===== config.mk =====
export PLATFORM = sky130hd
export DESIGN_NAME = mfc_flow_control
export DESIGN_NICKNAME = d
export VERILOG_FILES = /design/src/shared/mfc_pkg.sv /design/src/hdl/mfc_flow_control.sv /design/src/hdl/mfc_slot_timer.sv
export VERILOG_INCLUDE_DIRS = /design/src /design/src/shared
export SDC_FILE = /design/constraint.sdc
export NUM_CORES = 1
export LEC_CHECK = 0
export BUFFER_PORTS_ARGS = -buffer_cell sky130_fd_sc_hd__buf_2
export CORE_MARGIN = 3
export CORE_UTILIZATION = 45
export DETAILED_ROUTE_END_ITERATION = 7
export GPL_TIMING_DRIVEN = 0
export HOLD_SLACK_MARGIN = 0.03
export PLACE_DENSITY = 0.76
export SLEW_MARGIN = 30
export SYNTH_ARGS = -nofsm -noshare
export SYNTH_HDL_FRONTEND = slang
export SYNTH_SLANG_ARGS = --single-unit

===== constraint.sdc =====
create_clock -name clk -period 2.82 [get_ports clk]
set_input_delay 0.564 -clock clk [delete_from_list [all_inputs] [get_ports clk]]
set_output_delay 0.564 -clock clk [all_outputs]
set_load 0.02 [all_outputs]

===== src/shared/mfc_defs.svh =====
// offsets, field positions, reset values and timing counts of the flow-control block
`ifndef MFC_DEFS_SVH
`define MFC_DEFS_SVH

// register offsets (byte addresses)
`define MFC_REG_CFG        8'h18
`define MFC_REG_STAT       8'h1c

// configuration register fields
`define MFC_CFG_PT_MSB     31
`define MFC_CFG_PT_LSB     16
`define MFC_CFG_PLT_MSB    5
`define MFC_CFG_PLT_LSB    4
`define MFC_CFG_UPD        3
`define MFC_CFG_RXDEC      2
`define MFC_CFG_TXFC       1
`define MFC_CFG_SEND       0
`define MFC_CFG_RESET      32'h0000_0000

// status register fields
`define MFC_STAT_PAUSED    0
`define MFC_STAT_BUSY      1
`define MFC_STAT_BP        2
`define MFC_STAT_RX_LSB    16

// slot time: 512 bits carried four bits per mii nibble
`define MFC_SLOT_BITS      512
`define MFC_NIBBLE_BITS    4
`define MFC_SLOT_NIBBLES   (`MFC_SLOT_BITS / `MFC_NIBBLE_BITS)

// retransmission threshold offsets in slot times
`define MFC_THR_CODE0      16'h0004
`define MFC_THR_CODE1      16'h001c
`define MFC_THR_CODE2      16'h0090
`define MFC_THR_CODE3      16'h0100

// pause frame recognition
`define MFC_PAUSE_TYPE     16'h8808
`define MFC_PAUSE_OPCODE   16'h0001
`define MFC_PAUSE_MCAST    48'h0180_c200_0001

`endif


===== src/shared/mfc_pkg.sv =====
// types shared by the flow-control block
package mfc_pkg;

	// pause frame transmit sequencer
	typedef enum logic [1:0] {
		TX_IDLE,
		TX_SEND,
		TX_WAIT
	} mfc_txstate_e;

	// pause time in slot times
	typedef logic [15:0] mfc_quanta_t;

endpackage


===== src/hdl/mfc_flow_control.sv =====
// ethernet mac flow control: pause transmit, pause receive, backpressure
//
// Overview of operation
// sent pause frames carry configured pause time
// software spaces writes for synchronised pause time
// auto resend pause at selected timer threshold
// pause timing counted in 512-bit slot times
// software keeps threshold below pause time
// unicast detect adds station address match
// decode enable halts transmitter for pause time
// full duplex flow enable permits pause frames
// half duplex flow enable permits backpressure
// send bit stays set until frame done
// software writes only after send bit clears
// backpressure jams each newly received frame
// full duplex forces backpressure off
// pause frame needs type 8808, opcode 0001
// received pause counts down per slot time
// new pause frame reloads running pause timer
`timescale 1ns/1ps
`include "mfc_defs.svh"

module mfc_flow_control #(
	parameter int ADDR_W       = 8,
	parameter int SLOT_NIBBLES = `MFC_SLOT_NIBBLES
) (
	// clock and reset
	input  wire logic              clk,
	input  wire logic              reset_n,
	// register port
	input  wire logic [ADDR_W-1:0] regAddr,
	input  wire logic [31:0]       regWdata,
	input  wire logic              regWrite,
	input  wire logic              regRead,
	output logic [31:0]            regRdata,
	// mac mode and timing
	input  wire logic              fullDuplex,
	input  wire logic              nibbleTick,
	input  wire logic              rxCongested,
	// received frame information
	input  wire logic              rxFrameStart,
	input  wire logic              rxCtrlValid,
	input  wire logic [47:0]       rxDestAddr,
	input  wire logic [15:0]       rxTypeLen,
	input  wire logic [15:0]       rxOpcode,
	input  wire logic [15:0]       rxPauseTime,
	input  wire logic [47:0]       stationAddr,
	// pause frame transmit request
	output logic                   pauseTxReq,
	output logic [15:0]            pauseTxTime,
	input  wire logic              pauseTxDone,
	// transmitter control
	output logic                   txPaused,
	output logic                   backpressureActive,
	output logic                   jamRequest
);

	// threshold code to remaining slot count at which to resend
	function automatic mfc_pkg::mfc_quanta_t thresholdOffset(input logic [1:0] code);
		case (code)
			2'h0:    thresholdOffset = `MFC_THR_CODE0;
			2'h1:    thresholdOffset = `MFC_THR_CODE1;
			2'h2:    thresholdOffset = `MFC_THR_CODE2;
			default: thresholdOffset = `MFC_THR_CODE3;
		endcase
	endfunction

	// address decode shared by reads and writes
	function automatic logic hitReg(input logic [ADDR_W-1:0] addr, input logic [7:0] offset);
		hitReg = (addr == ADDR_W'(offset));
	endfunction

	// configuration fields
	mfc_pkg::mfc_quanta_t pauseQuantaValue;
	logic [1:0]           pauseRetxThreshold;
	logic                 unicastPauseDetect;
	logic                 rxPauseDecodeEnable;
	logic                 txFlowControlEnable;
	logic                 backpressureBit;

	// sequencer and timers
	mfc_pkg::mfc_txstate_e txState;
	mfc_pkg::mfc_txstate_e next_txState;
	mfc_pkg::mfc_quanta_t  retxRemain;
	mfc_pkg::mfc_quanta_t  next_retxRemain;
	mfc_pkg::mfc_quanta_t  rxRemain;
	mfc_pkg::mfc_quanta_t  next_rxRemain;
	logic                  slotTick;

	// decoded strobes
	logic cfgWrite;
	logic swSend;
	logic autoSend;
	logic pauseMatch;
	logic addrMatch;
	logic pauseSendBusy;
	logic bpEnable;

	// slot time enable from nibble times
	// slot time base
	mfc_slot_timer #(
		.SLOT_NIBBLES(SLOT_NIBBLES)
	) slotTimer (
		.clk       (clk),
		.reset_n   (reset_n),
		.nibbleTick(nibbleTick),
		.slotTick  (slotTick)
	);

	// write decode
	assign cfgWrite = regWrite && hitReg(regAddr, `MFC_REG_CFG);

	// software pause request, only with flow control enabled in the same write
	// send gated by enable
	// software sets send bit
	assign swSend = cfgWrite && fullDuplex && regWdata[`MFC_CFG_SEND] && regWdata[`MFC_CFG_TXFC];

	assign pauseSendBusy = (txState == mfc_pkg::TX_SEND);

	// automatic resend once the remaining time falls to the threshold offset
	// threshold resend
	assign autoSend = (txState == mfc_pkg::TX_WAIT) && rxCongested && txFlowControlEnable &&
		(retxRemain == thresholdOffset(pauseRetxThreshold));

	// destination check: reserved multicast, or own address when enabled
	// unicast pause detect
	assign addrMatch = (rxDestAddr == `MFC_PAUSE_MCAST) ||
		(unicastPauseDetect && (rxDestAddr == stationAddr));

	// full pause frame recognition
	// type and opcode
	// decode enable
	assign pauseMatch = rxCtrlValid && fullDuplex && rxPauseDecodeEnable && addrMatch &&
		(rxTypeLen == `MFC_PAUSE_TYPE) && (rxOpcode == `MFC_PAUSE_OPCODE);

	// backpressure only in half duplex with both bits set
	// half duplex enable
	// full duplex disables
	assign bpEnable = !fullDuplex && txFlowControlEnable && backpressureBit;

	// configuration fields written by software
	always_ff @(posedge clk) begin
		if (!reset_n) begin
			pauseQuantaValue    <= 16'(`MFC_CFG_RESET >> `MFC_CFG_PT_LSB);
			pauseRetxThreshold  <= 2'h0;
			unicastPauseDetect  <= 1'b0;
			rxPauseDecodeEnable <= 1'b0;
			txFlowControlEnable <= 1'b0;
		end else if (cfgWrite) begin
			pauseQuantaValue    <= regWdata[`MFC_CFG_PT_MSB:`MFC_CFG_PT_LSB];
			pauseRetxThreshold  <= regWdata[`MFC_CFG_PLT_MSB:`MFC_CFG_PLT_LSB];
			unicastPauseDetect  <= regWdata[`MFC_CFG_UPD];
			rxPauseDecodeEnable <= regWdata[`MFC_CFG_RXDEC];
			txFlowControlEnable <= regWdata[`MFC_CFG_TXFC];
		end
	end

	// backpressure bit: plain read/write in half duplex, forced off in full duplex
	// auto clear
	always_ff @(posedge clk) begin
		if (!reset_n) begin
			backpressureBit <= 1'b0;
		end else if (fullDuplex) begin
			backpressureBit <= 1'b0;
		end else if (cfgWrite) begin
			backpressureBit <= regWdata[`MFC_CFG_SEND];
		end
	end

	// pause transmit sequencer
	always_comb begin
		next_txState = txState;
		case (txState)
			mfc_pkg::TX_IDLE: begin
				if (swSend) begin
					next_txState = mfc_pkg::TX_SEND;
				end
			end
			mfc_pkg::TX_SEND: begin
				// hold until done, set wins
				if (!fullDuplex) begin
					next_txState = mfc_pkg::TX_IDLE;
				end else if (pauseTxDone && !swSend) begin
					next_txState = (pauseTxTime != '0) ? mfc_pkg::TX_WAIT : mfc_pkg::TX_IDLE;
				end
			end
			mfc_pkg::TX_WAIT: begin
				// resend or expire
				if (!fullDuplex) begin
					next_txState = mfc_pkg::TX_IDLE;
				end else if (swSend || autoSend) begin
					next_txState = mfc_pkg::TX_SEND;
				end else if (retxRemain == '0) begin
					next_txState = mfc_pkg::TX_IDLE;
				end
			end
			default: begin
				next_txState = mfc_pkg::TX_IDLE;
			end
		endcase
	end

	// sequencer state register
	always_ff @(posedge clk) begin
		if (!reset_n) begin
			txState <= mfc_pkg::TX_IDLE;
		end else begin
			txState <= next_txState;
		end
	end

	// request level to the transmitter follows the send state
	always_ff @(posedge clk) begin
		if (!reset_n) begin
			pauseTxReq <= 1'b0;
		end else begin
			pauseTxReq <= (next_txState == mfc_pkg::TX_SEND);
		end
	end

	// pause time field captured as each frame is started
	// pause time field
	always_ff @(posedge clk) begin
		if (!reset_n) begin
			pauseTxTime <= '0;
		end else if (next_txState == mfc_pkg::TX_SEND && txState != mfc_pkg::TX_SEND) begin
			pauseTxTime <= cfgWrite ? regWdata[`MFC_CFG_PT_MSB:`MFC_CFG_PT_LSB] : pauseQuantaValue;
		end
	end

	// resend timer: loaded with the sent pause time, counts slots
	always_comb begin
		next_retxRemain = retxRemain;
		if (txState == mfc_pkg::TX_SEND && next_txState == mfc_pkg::TX_WAIT) begin
			next_retxRemain = pauseTxTime;
		end else if (txState == mfc_pkg::TX_WAIT && slotTick && retxRemain != '0) begin
			// one slot per count
			next_retxRemain = retxRemain - 16'h0001;
		end
	end

	// resend timer register
	always_ff @(posedge clk) begin
		if (!reset_n) begin
			retxRemain <= '0;
		end else begin
			retxRemain <= next_retxRemain;
		end
	end

	// receive pause timer
	always_comb begin
		next_rxRemain = rxRemain;
		if (pauseMatch) begin
			// reload on new frame
			next_rxRemain = rxPauseTime;
		end else if (slotTick && rxRemain != '0) begin
			// count down per slot
			next_rxRemain = rxRemain - 16'h0001;
		end
	end

	// receive pause timer register
	always_ff @(posedge clk) begin
		if (!reset_n) begin
			rxRemain <= '0;
		end else begin
			rxRemain <= next_rxRemain;
		end
	end

	// transmitter halted while the receive timer runs
	// resume at zero
	always_ff @(posedge clk) begin
		if (!reset_n) begin
			txPaused <= 1'b0;
		end else begin
			txPaused <= (next_rxRemain != '0);
		end
	end

	// backpressure level output
	always_ff @(posedge clk) begin
		if (!reset_n) begin
			backpressureActive <= 1'b0;
		end else begin
			backpressureActive <= bpEnable;
		end
	end

	// jam request pulse for each new frame under backpressure
	// jam new frames
	always_ff @(posedge clk) begin
		if (!reset_n) begin
			jamRequest <= 1'b0;
		end else begin
			jamRequest <= rxFrameStart && bpEnable;
		end
	end

	// register read data, one cycle after the read strobe
	always_ff @(posedge clk) begin
		if (!reset_n) begin
			regRdata <= '0;
		end else if (regRead) begin
			regRdata <= '0;
			if (hitReg(regAddr, `MFC_REG_CFG)) begin
				regRdata[`MFC_CFG_PT_MSB:`MFC_CFG_PT_LSB]   <= pauseQuantaValue;
				regRdata[`MFC_CFG_PLT_MSB:`MFC_CFG_PLT_LSB] <= pauseRetxThreshold;
				regRdata[`MFC_CFG_UPD]                      <= unicastPauseDetect;
				regRdata[`MFC_CFG_RXDEC]                    <= rxPauseDecodeEnable;
				regRdata[`MFC_CFG_TXFC]                     <= txFlowControlEnable;
				// busy reads back
				regRdata[`MFC_CFG_SEND]                     <= fullDuplex ? pauseSendBusy : backpressureBit;
			end else if (hitReg(regAddr, `MFC_REG_STAT)) begin
				regRdata[`MFC_STAT_PAUSED]                   <= txPaused;
				regRdata[`MFC_STAT_BUSY]                     <= pauseSendBusy;
				regRdata[`MFC_STAT_BP]                       <= backpressureActive;
				regRdata[`MFC_STAT_RX_LSB +: 16]             <= rxRemain;
			end
		end else begin
			regRdata <= '0;
		end
	end

endmodule


===== src/hdl/mfc_slot_timer.sv =====
// slot time enable generator counting mii nibble times
`timescale 1ns/1ps
`include "mfc_defs.svh"

module mfc_slot_timer #(
	parameter int SLOT_NIBBLES = `MFC_SLOT_NIBBLES
) (
	// clock and reset
	input  wire logic clk,
	input  wire logic reset_n,
	// nibble time enable in, slot time enable out
	input  wire logic nibbleTick,
	output logic      slotTick
);

	localparam int CW = $clog2(SLOT_NIBBLES);
	localparam logic [CW-1:0] LAST = CW'(SLOT_NIBBLES - 1);

	logic [CW-1:0] nibbleCount;

	// count nibbles, wrap at one slot
	always_ff @(posedge clk) begin
		if (!reset_n) begin
			nibbleCount <= '0;
		end else if (nibbleTick) begin
			nibbleCount <= (nibbleCount == LAST) ? '0 : nibbleCount + 1'b1;
		end
	end

	// one-cycle pulse at the end of each slot
	always_ff @(posedge clk) begin
		if (!reset_n) begin
			slotTick <= 1'b0;
		end else begin
			slotTick <= nibbleTick && (nibbleCount == LAST);
		end
	end

endmodule


## Word-level counts from Yosys, hierarchy flattened

Cells that the tools add are included.
W data, S select, Z words.

- Output and inout bits: 52
- Logic and storage cells: 96
- Input bits: 194
- Flip-flop bits (word level): 116

- Multiplexer cells: 20
- Bitwise gates (word level): 1
- Add/subtract/negate cells: 3
- Eq/ne operators: 15
- Reductions and logical operators: 38

Operator list:

| kind | count |
|---|---|
| $mux W16 | 7 |
| $reduce_bool A16 Y1 | 4 |
| $eq A48 B41 Y1 const B | 1 |
| $eq A48 B48 Y1 | 1 |
| $sub A16 B1 Y16 const B | 2 |
| $pmux W9 S3 | 1 |
| $logic_and A1 B1 Y1 | 23 |
| $eq A16 B1 Y1 const B | 1 |
| $eq A16 B16 Y1 | 1 |
| $eq A16 B16 Y1 const B | 1 |
| $eq A8 B5 Y1 const B | 2 |
| $logic_not A16 Y1 | 1 |
| $mux W2 | 7 |
| $add A7 B1 Y7 const B | 1 |
| $eq A7 B7 Y1 const B | 1 |
| $mux W7 | 1 |
| $eq A2 B1 Y1 const B | 3 |
| $eq A2 B2 Y1 const B | 3 |
| $mux W3 | 2 |
| $pmux W2 S3 | 1 |
| $logic_not A2 Y1 | 2 |
| $reduce_and A3 Y1 | 1 |
| $logic_not A1 Y1 | 2 |
| $logic_or A1 B1 Y1 | 2 |
| 6 further kinds | 6 |

## Depth between registers and ports, before layout

Gate-level depths: netlist of run 1.

- Depth after elaboration: 13
- Mapped depth: 9
- Mapped depth without buffers: 8

## Hierarchy

From an unflattened synthesis of run 1, not the netlist that was laid out.

- Cell total of the unflattened synthesis: 667
- Area, all modules: 5881.9 µm²

Modules (own cells, without submodules):

| module | area each (µm²) | cells each | sequential area each (µm²) | instances |
|---|---|---|---|---|
| mfc_flow_control | 5564.1 | 633 | 1961.9 | 1 |
| mfc_slot_timer | 317.8 | 34 | 160.2 | 1 |

## Worst setup path after synthesis of run 1

No wires, ideal clock.

- Path type: input to register
- From: in regAddr[5]
- To: reg pauseTxTime[5]
- Setup time: 0.071 ns
- Data required time: 2.749 ns
- Arrival time: 2.479 ns
- Slack: 0.271 ns
- Cell stages on the path: 7
- Path buffers: 2
- Cell sequence: or4b_1 -> or3_1 -> clkbuf_1 -> buf_1 -> mux2i_1 -> or2_2 -> a21oi_1

- Cells in the longest elaborated chain, start to end: 12
- Elaborated cells on any way between the ends: 17
- Those cells by class: eq/ne (2); mux (7); reduce/logical (8)

Ends and longest elaborated chain:

| item | RTL line | source |
|---|---|---|
| start: declaration | mfc_flow_control.sv:31 | `input wire logic [ADDR_W-1:0] regAddr,` |
| $eq A8 B5 Y1 (*) | mfc_flow_control.sv:70 | `hitReg = (addr == ADDR_W'(offset));` |
| $logic_and A1 B1 Y1 (*) | mfc_flow_control.sv:111 | `` assign cfgWrite = regWrite && hitReg(regAddr, `MFC_REG_CFG); `` |
| $logic_and A1 B1 Y1 (3 in a row) | mfc_flow_control.sv:116 | `` assign swSend = cfgWrite && fullDuplex && regWdata[`MFC_CFG_SEND] && regWdata[`MFC_CFG_TXFC]; `` |
| $logic_not A1 Y1 | mfc_flow_control.sv:183 | `end else if (pauseTxDone && !swSend) begin` |
| $logic_and A1 B1 Y1 | mfc_flow_control.sv:183 |  |
| $mux W2 | mfc_flow_control.sv:183 |  |
| $mux W2 | mfc_flow_control.sv:181 | `if (!fullDuplex) begin` |
| $pmux W2 S3 | mfc_flow_control.sv:173 | `case (txState)` |
| $eq A2 B1 Y1 | mfc_flow_control.sv:226 | `end else if (next_txState == mfc_pkg::TX_SEND && txState != mfc_pkg::TX_SEND) begin` |
| $logic_and A1 B1 Y1 | mfc_flow_control.sv:226 |  |
| end signal: assignment | mfc_flow_control.sv:227 | `` pauseTxTime <= cfgWrite ? regWdata[`MFC_CFG_PT_MSB:`MFC_CFG_PT_LSB] : pauseQuantaValue; `` |
| end: declaration | mfc_flow_control.sv:50 | `output logic [15:0] pauseTxTime,` |

Every way passes the cells marked *; elsewhere a longest branch is shown, timed or not.
A chain may end at the register's enable or synchronous reset.

## Worst setup path after layout of run 1

- From: reg rxRemain[0]
- To: reg txPaused

- Cells in the longest elaborated chain, start to end: 5
- Elaborated cells on any way between the ends: 6
- Those cells by class: add/sub (1); mux (2); reduce/logical (3)

Ends and longest elaborated chain:

| item | RTL line | source |
|---|---|---|
| start: declaration | mfc_flow_control.sv:86 | `mfc_pkg::mfc_quanta_t rxRemain;` |
| start signal: assignment | mfc_flow_control.sv:268 | `rxRemain <= next_rxRemain;` |
| branches (longest 2 deep; another with $sub A16 B1 Y16) | - |  |
| $mux W16 (*) | mfc_flow_control.sv:257 | `end else if (slotTick && rxRemain != '0) begin` |
| $mux W16 (*) | mfc_flow_control.sv:254 | `if (pauseMatch) begin` |
| $reduce_bool A16 Y1 (*) | mfc_flow_control.sv:278 | `txPaused <= (next_rxRemain != '0);` |
| end signal: assignment | mfc_flow_control.sv:278 |  |
| end: declaration | mfc_flow_control.sv:53 | `output logic txPaused,` |

Mark *: on every way between the ends.

==> impl_results.md, run 1 <==
* Post-synth top flop: dfxtp_1
* Number of CTS-inserted buffers at 9
* Worst vdd ir at 0.287 mV
* Ports at around 250
* Pwr Total at 0.00315 W
* Die H at 121 um
* Sink Count at 106
* Pwr Density at ~400 nW/um^2
* Drt wl/cell at 17.9 um
* Crit end category: register
* Max_cap viols at 0
* Nets at 1154
* Outcome: complete, no violations
* Final setup violation count at 0
* Vias in the first global route at 6033
* Data required time of the worst path at 3.03 ns
* Count of pins over their slew limit at 0
* Post-DP HPWL at about 17000 um
* Hold Vio Cnt, Final at 0
* ANT nets after route at 0
* Full die area at around 15000 sq um
* Worst Tran Pin Value at 0.712 ns
* Non-Filler Instances at 1130
* Crit share post-route at 96.0%
* Synthesis warning total at 0
* EDFF count, synth at 0
* DR iter-0 viols at 491
* Area growth from synthesis to layout at 29.3%
* P_leak at ~3.3 nW
* Routed wire length at 20300 um
* Final design utilization at 60.4%
* Crit-path slowest cell: or3b_2
* Post-synthesis cell type count at approximately 60
* F_max at between 300 and 400 MHz
* Area leader, netlist: dfxtp_1
* Vias/cell at ~5.6
* CP max stage delay at 0.49 ns
* Worst setup SP type: register
* Root Driver: clkbuf_16
* Fillers at 1177
* Placed insts at 1109
* RSZ-0062 raised after global routing: false
* GPL Wtd Cong at 0.972
* Longest Clk Path Bufs at 2
* Layout cells sized above 1 at 30.1%
* Worst-path maximum fanout at 7
* Kind of critical path: register to register
* WP data arrival at 2.92 ns
* H-tree Lvls at 3
* Routed vias at between 6000 and 7000
* Flops & latches, synth at approximately 110
* Hold buffer count at CTS at 0
* IO Port Bufs at 223
* Post-Synthesis Cells at 705
* Syn Area/Cell at approximately 8.5 sq um
* Die W at 121 um
* CTS clk-pin slew, worst paths at ~0.070 ns
* Synth async-reset ratio at 0%
* DRC at 0
* Hold crit path type: input pin to register
* Core Rows at 41
* Cell Chain, Critical Path: clkbuf_1 -> inv_1 -> ha_1 -> or3b_2 -> o41ai_4 -> buf_4 -> mux2i_1 -> nand4_1 -> nor4_4 -> a221oi_1
* First-pass GRT wire length at a little over 30000 um
* First-pass detailed-route iteration total at 5
* Initial antenna violation count at 2
* Initial Util at 46.7%
* Slew headroom at 52.6%
* Synth top area share at a little over a third
* Post-synthesis cell area at 5960 sq um
* Clk_lat worst skew at 0.35 ns
* Fin crit period at 2.71 ns
* Seq/Total Area, Yosys at ~36%
* Clock skew at 0.00549 ns
* Largest net degree at the start of global routing at 19
* Synth area leaders: dfxtp_1 (36%), mux2i_1 (9.6%), xnor2_1 (8.1%), nor2_1 (4.7%), nand2_1 (4.0%)
* GRT overflow at 0
* Core Area at between 10000 and 15000 sq um
* CTS tree: done
* Gr usage total at between 20% and 30%
synthesized netlist by cell type (6+ instances only):
| cell type | number |
|---|---|
| nor4_1 | 34 |
| nand2_1 | 63 |
| nor4b_1 | 12 |
| dfxtp_1 | 106 |
| mux2_2 | 7 |
| nor2_1 | 74 |
| nor3_1 | 15 |
| ha_1 | 9 |
| nand3_1 | 14 |
| o21ai_0 | 16 |
| a21oi_1 | 42 |
| nand4_1 | 34 |
| xnor2_1 | 55 |
| or2_2 | 8 |
| mux2i_1 | 57 |
| buf_4 | 11 |
| clkbuf_1 | 22 |
| and2_1 | 10 |
| inv_1 | 17 |
| nand2b_1 | 6 |
| xor2_1 | 9 |
per-stage QoR:
| step | area [sq um] | setup TNS (ns) | hold WS (ns) | worst slack, ns |
|---|---|---|---|---|
| floorplan | 6000 | 0 | 0.434 | 0.271 |
| global placement | 7330 | -10.73 | 0.466 | -0.338 |
| detailed placement | 7330 | -10.27 | 0.471 | -0.322 |
| CTS | 7660 | 0 | 0.404 | 0.0404 |
| global route | 7710 | 0 | 0.410 | 0.0147 |
| finish | 7710 | 0 | 0.426 | 0.112 |
state kept, by name, indices dropped and copies added, names as in the netlist, 2 cells and up:
name	cells
regRdata	22
retxRemain	16
pauseTxTime	16
slotTimer.nibbleCount	7
pauseRetxThreshold	2
pauseQuantaValue	16
txState	2
rxRemain	16
cell usage in the layout (no fill, tap or decap), drive strengths merged, types with 5 or more instances in the layout:
master  synthesis  final
conb            1     10
nand4          34     34
mux2i          57     57
nand2b          6      6
dfxtp         106    106
nor4           34     34
inv            17     18
or2            10     10
nor4b          12     12
ha              9      9
buf            20    246
nand3          14     14
o21ai          17     17
nor3           15     15
a21oi          44     44
mux2            7      7
or4             6      6
or3             5      5
xor2            9      9
nor2           74     74
xnor2          55     55
clkbuf         22     31
nand2          63     63
and2           11     11
power breakdown:
| part | internal (W) | switching [W] | total (W) |
|---|---|---|---|
| clock | 0.000695 | 0.000586 | 0.00128 |
| sequential | 0.00150 | 0.00000211 | 0.00150 |
| combinational | 0.000177 | 0.000194 | 0.000371 |
layout make-up:
class / instances / area, sq um / area share (%)
Antenna cell: 2 / 5.00 / 0.0649
Buffer: 42 / 210 / 2.73
Clock buffer: 9 / 225 / 2.92
Clock inverter: 7 / 78.8 / 1.02
Inverter: 17 / 63.8 / 0.828
Multi-Input combinational cell: 549 / 3650 / 47.4
Sequential cell: 106 / 2120 / 27.5
Tap cell: 172 / 215 / 2.79
Timing Repair Buffer: 226 / 1140 / 14.8
worst max-delay path: cells and delay by family (launching register included):
kind            cells  cell delay, ns
compound gates      2            0.34
buf+inv             3            0.57
fa+ha+maj           1            0.18
flops               1            0.30
mux                 1            0.20
simple gates        3            0.97
worst paths after layout:
kind | depth (start not counted) | startpoint | to | slack, ns
max reg2reg | 10 | rxRemain[0]$_SDFF_PN0_ | txPaused$_SDFF_PN0_ | 0.11
min reg2reg | 2 | backpressureBit$_SDFFE_PP0N_ | backpressureActive$_SDFF_PN0_ | 0.48
max | 10 | rxRemain[0]$_SDFF_PN0_ | txPaused$_SDFF_PN0_ | 0.11
min | 2 | rxFrameStart | jamRequest$_SDFF_PN0_ | 0.43
logic make-up (layout without fill, tap and decap cells):
kind of cell	after synthesis	count (layout)	share of synthesized area (%)
adder cells (fa/ha/maj)	9	9	1.89
other	1	12	0.0629
flip-flops	106	106	35.6
buffers and inverters	59	301	4.60
AND/OR/NAND/NOR	305	305	27.0
multiplexers	64	64	10.9
AO/OA/AOI/OAI	97	97	10.6
XOR/XNOR	64	64	9.40
routing by layer:
metal  vias to the layer above  wire, um  track usage, %
met5                         -         0               0
met4                         0       669            12.2
met3                        45      1690            5.31
met2                       325      9380            43.2
met1                      2897      8540            35.7
li1                       3022         -               -
what timing repair did:
action | in CTS | in global routing
hold endpoints to repair | 0 | 0
setup buffers | 3 | 0
endpoints found under the setup margin | 1 | 41
pin swaps | 1 | 0
gates resized for setup | 0 | 7
Note: power is estimated with default switching activity, not from simulation.
==> run 2, diff against run 1 <==
--- a/config.mk
+++ b/config.mk
@@ -7,6 +7,7 @@
 export NUM_CORES = 1
 export LEC_CHECK = 0
 export BUFFER_PORTS_ARGS = -buffer_cell sky130_fd_sc_hd__buf_2
+export CORE_ASPECT_RATIO = 0.5
 export CORE_MARGIN = 3
 export CORE_UTILIZATION = 45
 export DETAILED_ROUTE_END_ITERATION = 7
==> impl_results.md, run 2 (same netlist as run 1, synthesis figures left out) <==
* Outcome: complete, no violations
* ANT nets after route at 0 (unchanged)
* Die W at 169 um (+39%)
* Ports at 246 (unchanged)
* Antenna cells at 0 (-2)
* Routed wire length at 19900 um (-2.1%)
* GR peak layer: met2
* Max reg flops at 22 (unchanged)
* Core Area at 12800 sq um (+0.27%)
* Worst vdd ir at 0.273 mV (-5.0%)
* Initial Util at 46.6% (-0.13 points)
* M3 GR Usage at 5.17% (-0.15 points)
* Hold buffer count at CTS at 0 (unchanged)
* Hold crit path type: input pin to register
* DRC at 0 (unchanged)
* Worst setup SP type: register
* P_leak at 3.35 nW (about the same)
* Crit share post-route at 96.5% (+0.46 points)
* Gr usage total at 26.5% (-0.69 points)
* Hold_ws at 0.429 ns (+0.00390 ns)
* Pwr Density at 407 nW/um^2 (-0.41%)
* Final setup violation count at 0 (unchanged)
* Layout cells sized above 1 at 30.3% (+0.14 points)
* RSZ-0062 raised after global routing: true
* First-pass GRT wire length at 31200 um (about the same)
* Worst Tran Pin Value at 0.806 ns (+0.0940 ns)
* GRT overflow at 0 (unchanged)
* FF-to-FF setup slack at 0.1 ns (about the same)
* GPL Wtd Cong at 0.950 (-2.3%)
* Vias in the first global route at 6124 (+1.5%)
* Met2 Resource Use GR at 47.4% (+4.2 points)
* DR iter-0 viols at 533 (+8.6%)
* Fin crit period at 2.72 ns (+0.0129 ns)
* IO Port Bufs at 223 (unchanged)
* CTS tree: done
* CTS clk-pin slew, worst paths at 0.07 ns (about the same)
* Core Rows at 29 (-29%)
* Slew headroom at 46.3% (-6.3 points)
* Sink Count at 106 (unchanged)
* WP data arrival at 2.94 ns (+0.02 ns)
* Vias/cell at 5.54 (-0.43%)
* Post-DP HPWL at 16200 um (-2.7%)
* Max_cap viols at 0 (unchanged)
* Area growth from synthesis to layout at 29.3% (about the same)
* Most common cell after layout, fill and taps aside: buf_2
* Kind of critical path: register to register
* Hold Vio Cnt, Final at 0 (unchanged)
* Nets at 1153 (-0.087%)
* Drt wl/cell at 17.7 um (-1.7%)
* Most frequent cells in the layout: buf_2 (226), dfxtp_1 (106), nor2_1 (74)
* Setup_tns at 0 ns (unchanged)
* Worst-path maximum fanout at 10 (+3)
* Initial antenna violation count at 0 (-2)
* First-pass detailed-route iteration total at 5 (unchanged)
* Root Driver: clkbuf_16
* F_max at 368 MHz (-0.47%)
* Full die area at 14800 sq um (+0.57%)
* Routed vias at 6234 (-0.87%)
* H-tree Lvls at 3 (unchanged)
* Longest Clk Path Bufs at 2 (unchanged)
* Fillers at 1194 (+1.4%)
* Number of CTS-inserted buffers at 9 (unchanged)
* Largest Register: regRdata
* Count of pins over their slew limit at 0 (unchanged)
* Met1 Use GR at 32.8% (-3.0 points)
* Clock skew at 0.00446 ns (-0.00102 ns)
* Clk_lat worst skew at 0.35 ns (about the same)
* Crit end category: register
* Largest net degree at the start of global routing at 19 (unchanged)
* Die H at 87.4 um (-28%)
* Data required time of the worst path at 3.04 ns (about the same)
-- run 2: cell count changes in the layout (fill, tap and decap cells not counted), sizes merged --
cell | before | now
clkbuf | 31 | 30
clkinvlp | 3 | 2
diode | 2 | 0
inv | 18 | 19
-- run 2: worst max-delay path, stage by stage, from the launching register on --
cell,delay [ns]
dfxtp_1,0.37
nor4_1,0.57
nand3_1,0.33
o311ai_4,0.50
clkbuf_1,0.44
nor2_1,0.11
o21ai_0,0.17
a21oi_1,0.08
-- run 2: routing by layer --
metal / wire length, um / vias to the layer above / part of all wire, %
li1: - / 3017 / -
met4: 401 / 0 / 2.0
met3: 1390 / 40 / 7.0
met5: 0 / - / 0
met1: 8300 / 2888 / 42
met2: 9770 / 289 / 49
-- run 2: what timing repair did --
action                                  in CTS  in global routing
hold endpoints to repair                     0                  0
endpoints found under the setup margin      11                 23
gates resized for setup                      4                  5
setup buffers                                3                  0
pin swaps                                    1                  1
-- run 2: metrics by stage --
step	cell area [sq um]	utilization, %	setup slack, ns	instances	total power (W)
4_1_cts	7680	59.9	0.0122	1126	0.00316
3_5_place_dp	7330	57.2	-0.408	1107	0.00190
6_report	7710	60.2	0.0996	1125	0.00314
2_1_floorplan	6000	-	0.271	714	0.00170
5_1_grt	7710	60.2	-0.0183	1125	0.00325
3_3_place_gp	7330	57.2	-0.444	1107	0.00189
-- run 2: area by class of cell --
type	instances	area [sq um]	share of cell area, %
multi-input combinational	549	3670	47.5
buffer	41	206	2.68
clock inverter	7	76.3	0.990
inverter	17	63.8	0.828
timing repair buffer	226	1140	14.8
tap	170	213	2.76
sequential	106	2120	27.5
clock buffer	9	225	2.92
-- run 2: worst paths after layout --
kind / from / end / depth (start not counted)
hold / removal: rxFrameStart / jamRequest$_SDFF_PN0_ / 2
hold reg to reg: backpressureBit$_SDFFE_PP0N_ / backpressureActive$_SDFF_PN0_ / 2
setup / recovery: retxRemain[12]$_SDFFE_PN0P_ / retxRemain[7]$_SDFFE_PN0P_ / 7
setup reg to reg: retxRemain[12]$_SDFFE_PN0P_ / retxRemain[7]$_SDFFE_PN0P_ / 7
-- run 2: power breakdown --
part	switching, W	internal (W)
logic	0.000188	0.000177
registers	0.00000215	0.00150
clock network	0.000579	0.000695
total	0.000769	0.00237
==> run 3, diff against run 2 <==
==> constraint.sdc (replaced) <==
create_clock -name clk -period 3.5 [get_ports clk]
set_input_delay 0.7 -clock clk [delete_from_list [all_inputs] [get_ports clk]]
set_output_delay 0.7 -clock clk [all_outputs]
set_load 0.02 [all_outputs]
==> impl_results.md, run 3 (same netlist as run 1, synthesis figures left out) <==
* Outcome: complete, no violations
* Root Driver: clkbuf_16
* Area taken by multi-input logic gates at 3610 sq um (-1.6%)
* Post-DP HPWL at 16200 um (unchanged)
* Most frequent cells in the layout: buf_2 (226), dfxtp_1 (106), nor2_1 (74)
* Drt wl/cell at 17.6 um (-0.57%)
* DRC at 0 (unchanged)
* Final setup violation count at 0 (unchanged)
* Reg2Reg Depth at 9 (+2)
* Max_cap viols at 0 (unchanged)
* Largest Register: regRdata
* Routed vias at 6216 (-0.29%)
* F_max at 306 MHz (-17%)
* Vias/cell at 5.54 (-0.11%)
* IO Port Bufs at 223 (unchanged)
* Die W at 169 um (unchanged)
* First-pass GRT wire length at 31000 um (-0.62%)
* Hold crit path type: register to register
* Hold_ws at 0.470 ns (+0.0408 ns)
* Int Pwr at 0.00191 W (-19%)
* Fillers at 1215 (+1.8%)
* Sequential share of power at 47.7% (about the same)
* Number of CTS-inserted buffers at 9 (unchanged)
* Kind of critical path: register to register
* Clock skew at 0.00854 ns (+0.00407 ns)
* Antenna cells at 0 (unchanged)
* GPL Wtd Cong at 0.950 (unchanged)
* Worst-path maximum fanout at 10 (unchanged)
* P_leak at 3.33 nW (-0.40%)
* Worst vdd ir at 0.221 mV (-19%)
* Sink Count at 106 (unchanged)
* Slew headroom at 37.5% (-8.8 points)
* Comb power frac at 11.6% (about the same)
* Ports at 246 (unchanged)
* Hold buffer count at CTS at 0 (unchanged)
* Clk_lat worst skew at 0.35 ns (about the same)
* Layout cells sized above 1 at 29.4% (-0.88 points)
* Hold Vio Cnt, Final at 0 (unchanged)
* Switch Pwr at 0.000627 W (-18%)
* FF/Latch Area at 2120 sq um (unchanged)
* Largest net degree at the start of global routing at 19 (unchanged)
* Max reg flops at 22 (unchanged)
* Longest Clk Path Bufs at 2 (unchanged)
* CTS clk-pin slew, worst paths at 0.07 ns (about the same)
* Worst Tran Pin Value at 0.923 ns (+0.117 ns)
* Initial antenna violation count at 0 (unchanged)
* CTS tree: done
* Routed wire length at 19700 um (-0.75%)
* WP data arrival at 3.47 ns (+0.53 ns)
* Nets at 1151 (-0.17%)
* RSZ-0062 raised after global routing: false
* ANT nets after route at 0 (unchanged)
* Sw Share at 24.7% (+0.22 points)
* Core Rows at 29 (unchanged)
* Crit end category: register
* Full die area at 14800 sq um (unchanged)
* Area after DPL at 7330 sq um (unchanged)
* Data required time of the worst path at 3.71 ns (+0.67 ns)
* DR iter-0 viols at 492 (-7.7%)
* Worst hold stages at 2 (unchanged)
* Fin crit period at 3.27 ns (+0.545 ns)
* Area growth from synthesis to layout at 28.0%
* Die H at 87.4 um (unchanged)
* Placed insts at 1107 (unchanged)
* Initial Util at 46.6% (unchanged)
* Count of pins over their slew limit at 0 (unchanged)
* Postcts setup bufs at 0 (-3)
* Worst setup SP type: register
* H-tree Lvls at 3 (unchanged)
* Vias in the first global route at 6091 (-0.54%)
* Power share of the clock group at 40.8% (+0.2 points)
* First-pass detailed-route iteration total at 6 (+1)
* Crit share post-route at 93.3% (-3.2 points)
* Pwr Density at 332 nW/um^2 (-18%)
* Final Cell Area at 7630 sq um (-1.0%)
* Setup_tns at 0 ns (unchanged)
* GRT overflow at 0 (unchanged)
* CTS resizes at 0 (-4)
* Gr usage total at 26.3% (-0.19 points)
* Core Area at 12800 sq um (unchanged)
* Most common cell after layout, fill and taps aside: buf_2
* Non-Filler Instances at 1123 (-0.18%)
## run 3: routing by layer
metal / up-vias / routed length [um] / track usage (%)
li1: 3016 / - / -
met1: 2884 / 8380 / 32.5
met2: 278 / 9650 / 47.1
met3: 38 / 1290 / 5.12
met4: 0 / 395 / 7.80
met5: - / 0 / 0
## run 3: final timing paths
check | from | end | slack, ns
min | backpressureBit$_SDFFE_PP0N_ | backpressureActive$_SDFF_PN0_ | 0.47
max | rxRemain[0]$_SDFF_PN0_ | txPaused$_SDFF_PN0_ | 0.23
max reg2reg | rxRemain[0]$_SDFF_PN0_ | txPaused$_SDFF_PN0_ | 0.23
min reg2reg | backpressureBit$_SDFFE_PP0N_ | backpressureActive$_SDFF_PN0_ | 0.47
## run 3: power by group through the flow
stage | clock (W) | combinational (W) | sequential, W
after floorplan | 0 | 0.000132 | 0.00124
after global placement | 0 | 0.000288 | 0.00124
after detailed placement | 0 | 0.000291 | 0.00124
after CTS | 0.00104 | 0.000291 | 0.00121
after global routing | 0.00109 | 0.000318 | 0.00121
final | 0.00103 | 0.000293 | 0.00121
## run 3: stage by stage
stage | setup slack (ns) | power (W) | util [%]
floorplan | 0.815 | 0.00137 | -
global placement | 0.170 | 0.00152 | 57.2
detailed placement | 0.162 | 0.00153 | 57.2
CTS | 0.272 | 0.00254 | 59.6
global route | 0.0562 | 0.00261 | 59.6
finish | 0.235 | 0.00254 | 59.6
## run 3: area by class of cell
type / instances / share of cell area, %
multi-input combinational: 549 / 47.2
buffer: 42 / 2.75
tap: 170 / 2.79
clock inverter: 7 / 1.00
timing repair buffer: 223 / 14.6
sequential: 106 / 27.8
clock buffer: 9 / 2.95
inverter: 17 / 0.836
## run 3: critical path, stage by stage, from the launching register on
cell      delay [ns]
dfxtp_1         0.30
clkbuf_1        0.18
inv_1           0.15
ha_1            0.18
or3b_2          0.49
o41ai_4         0.70
mux2i_1         0.26
nand4_1         0.11
nor4_1          0.56
a221oi_1        0.19
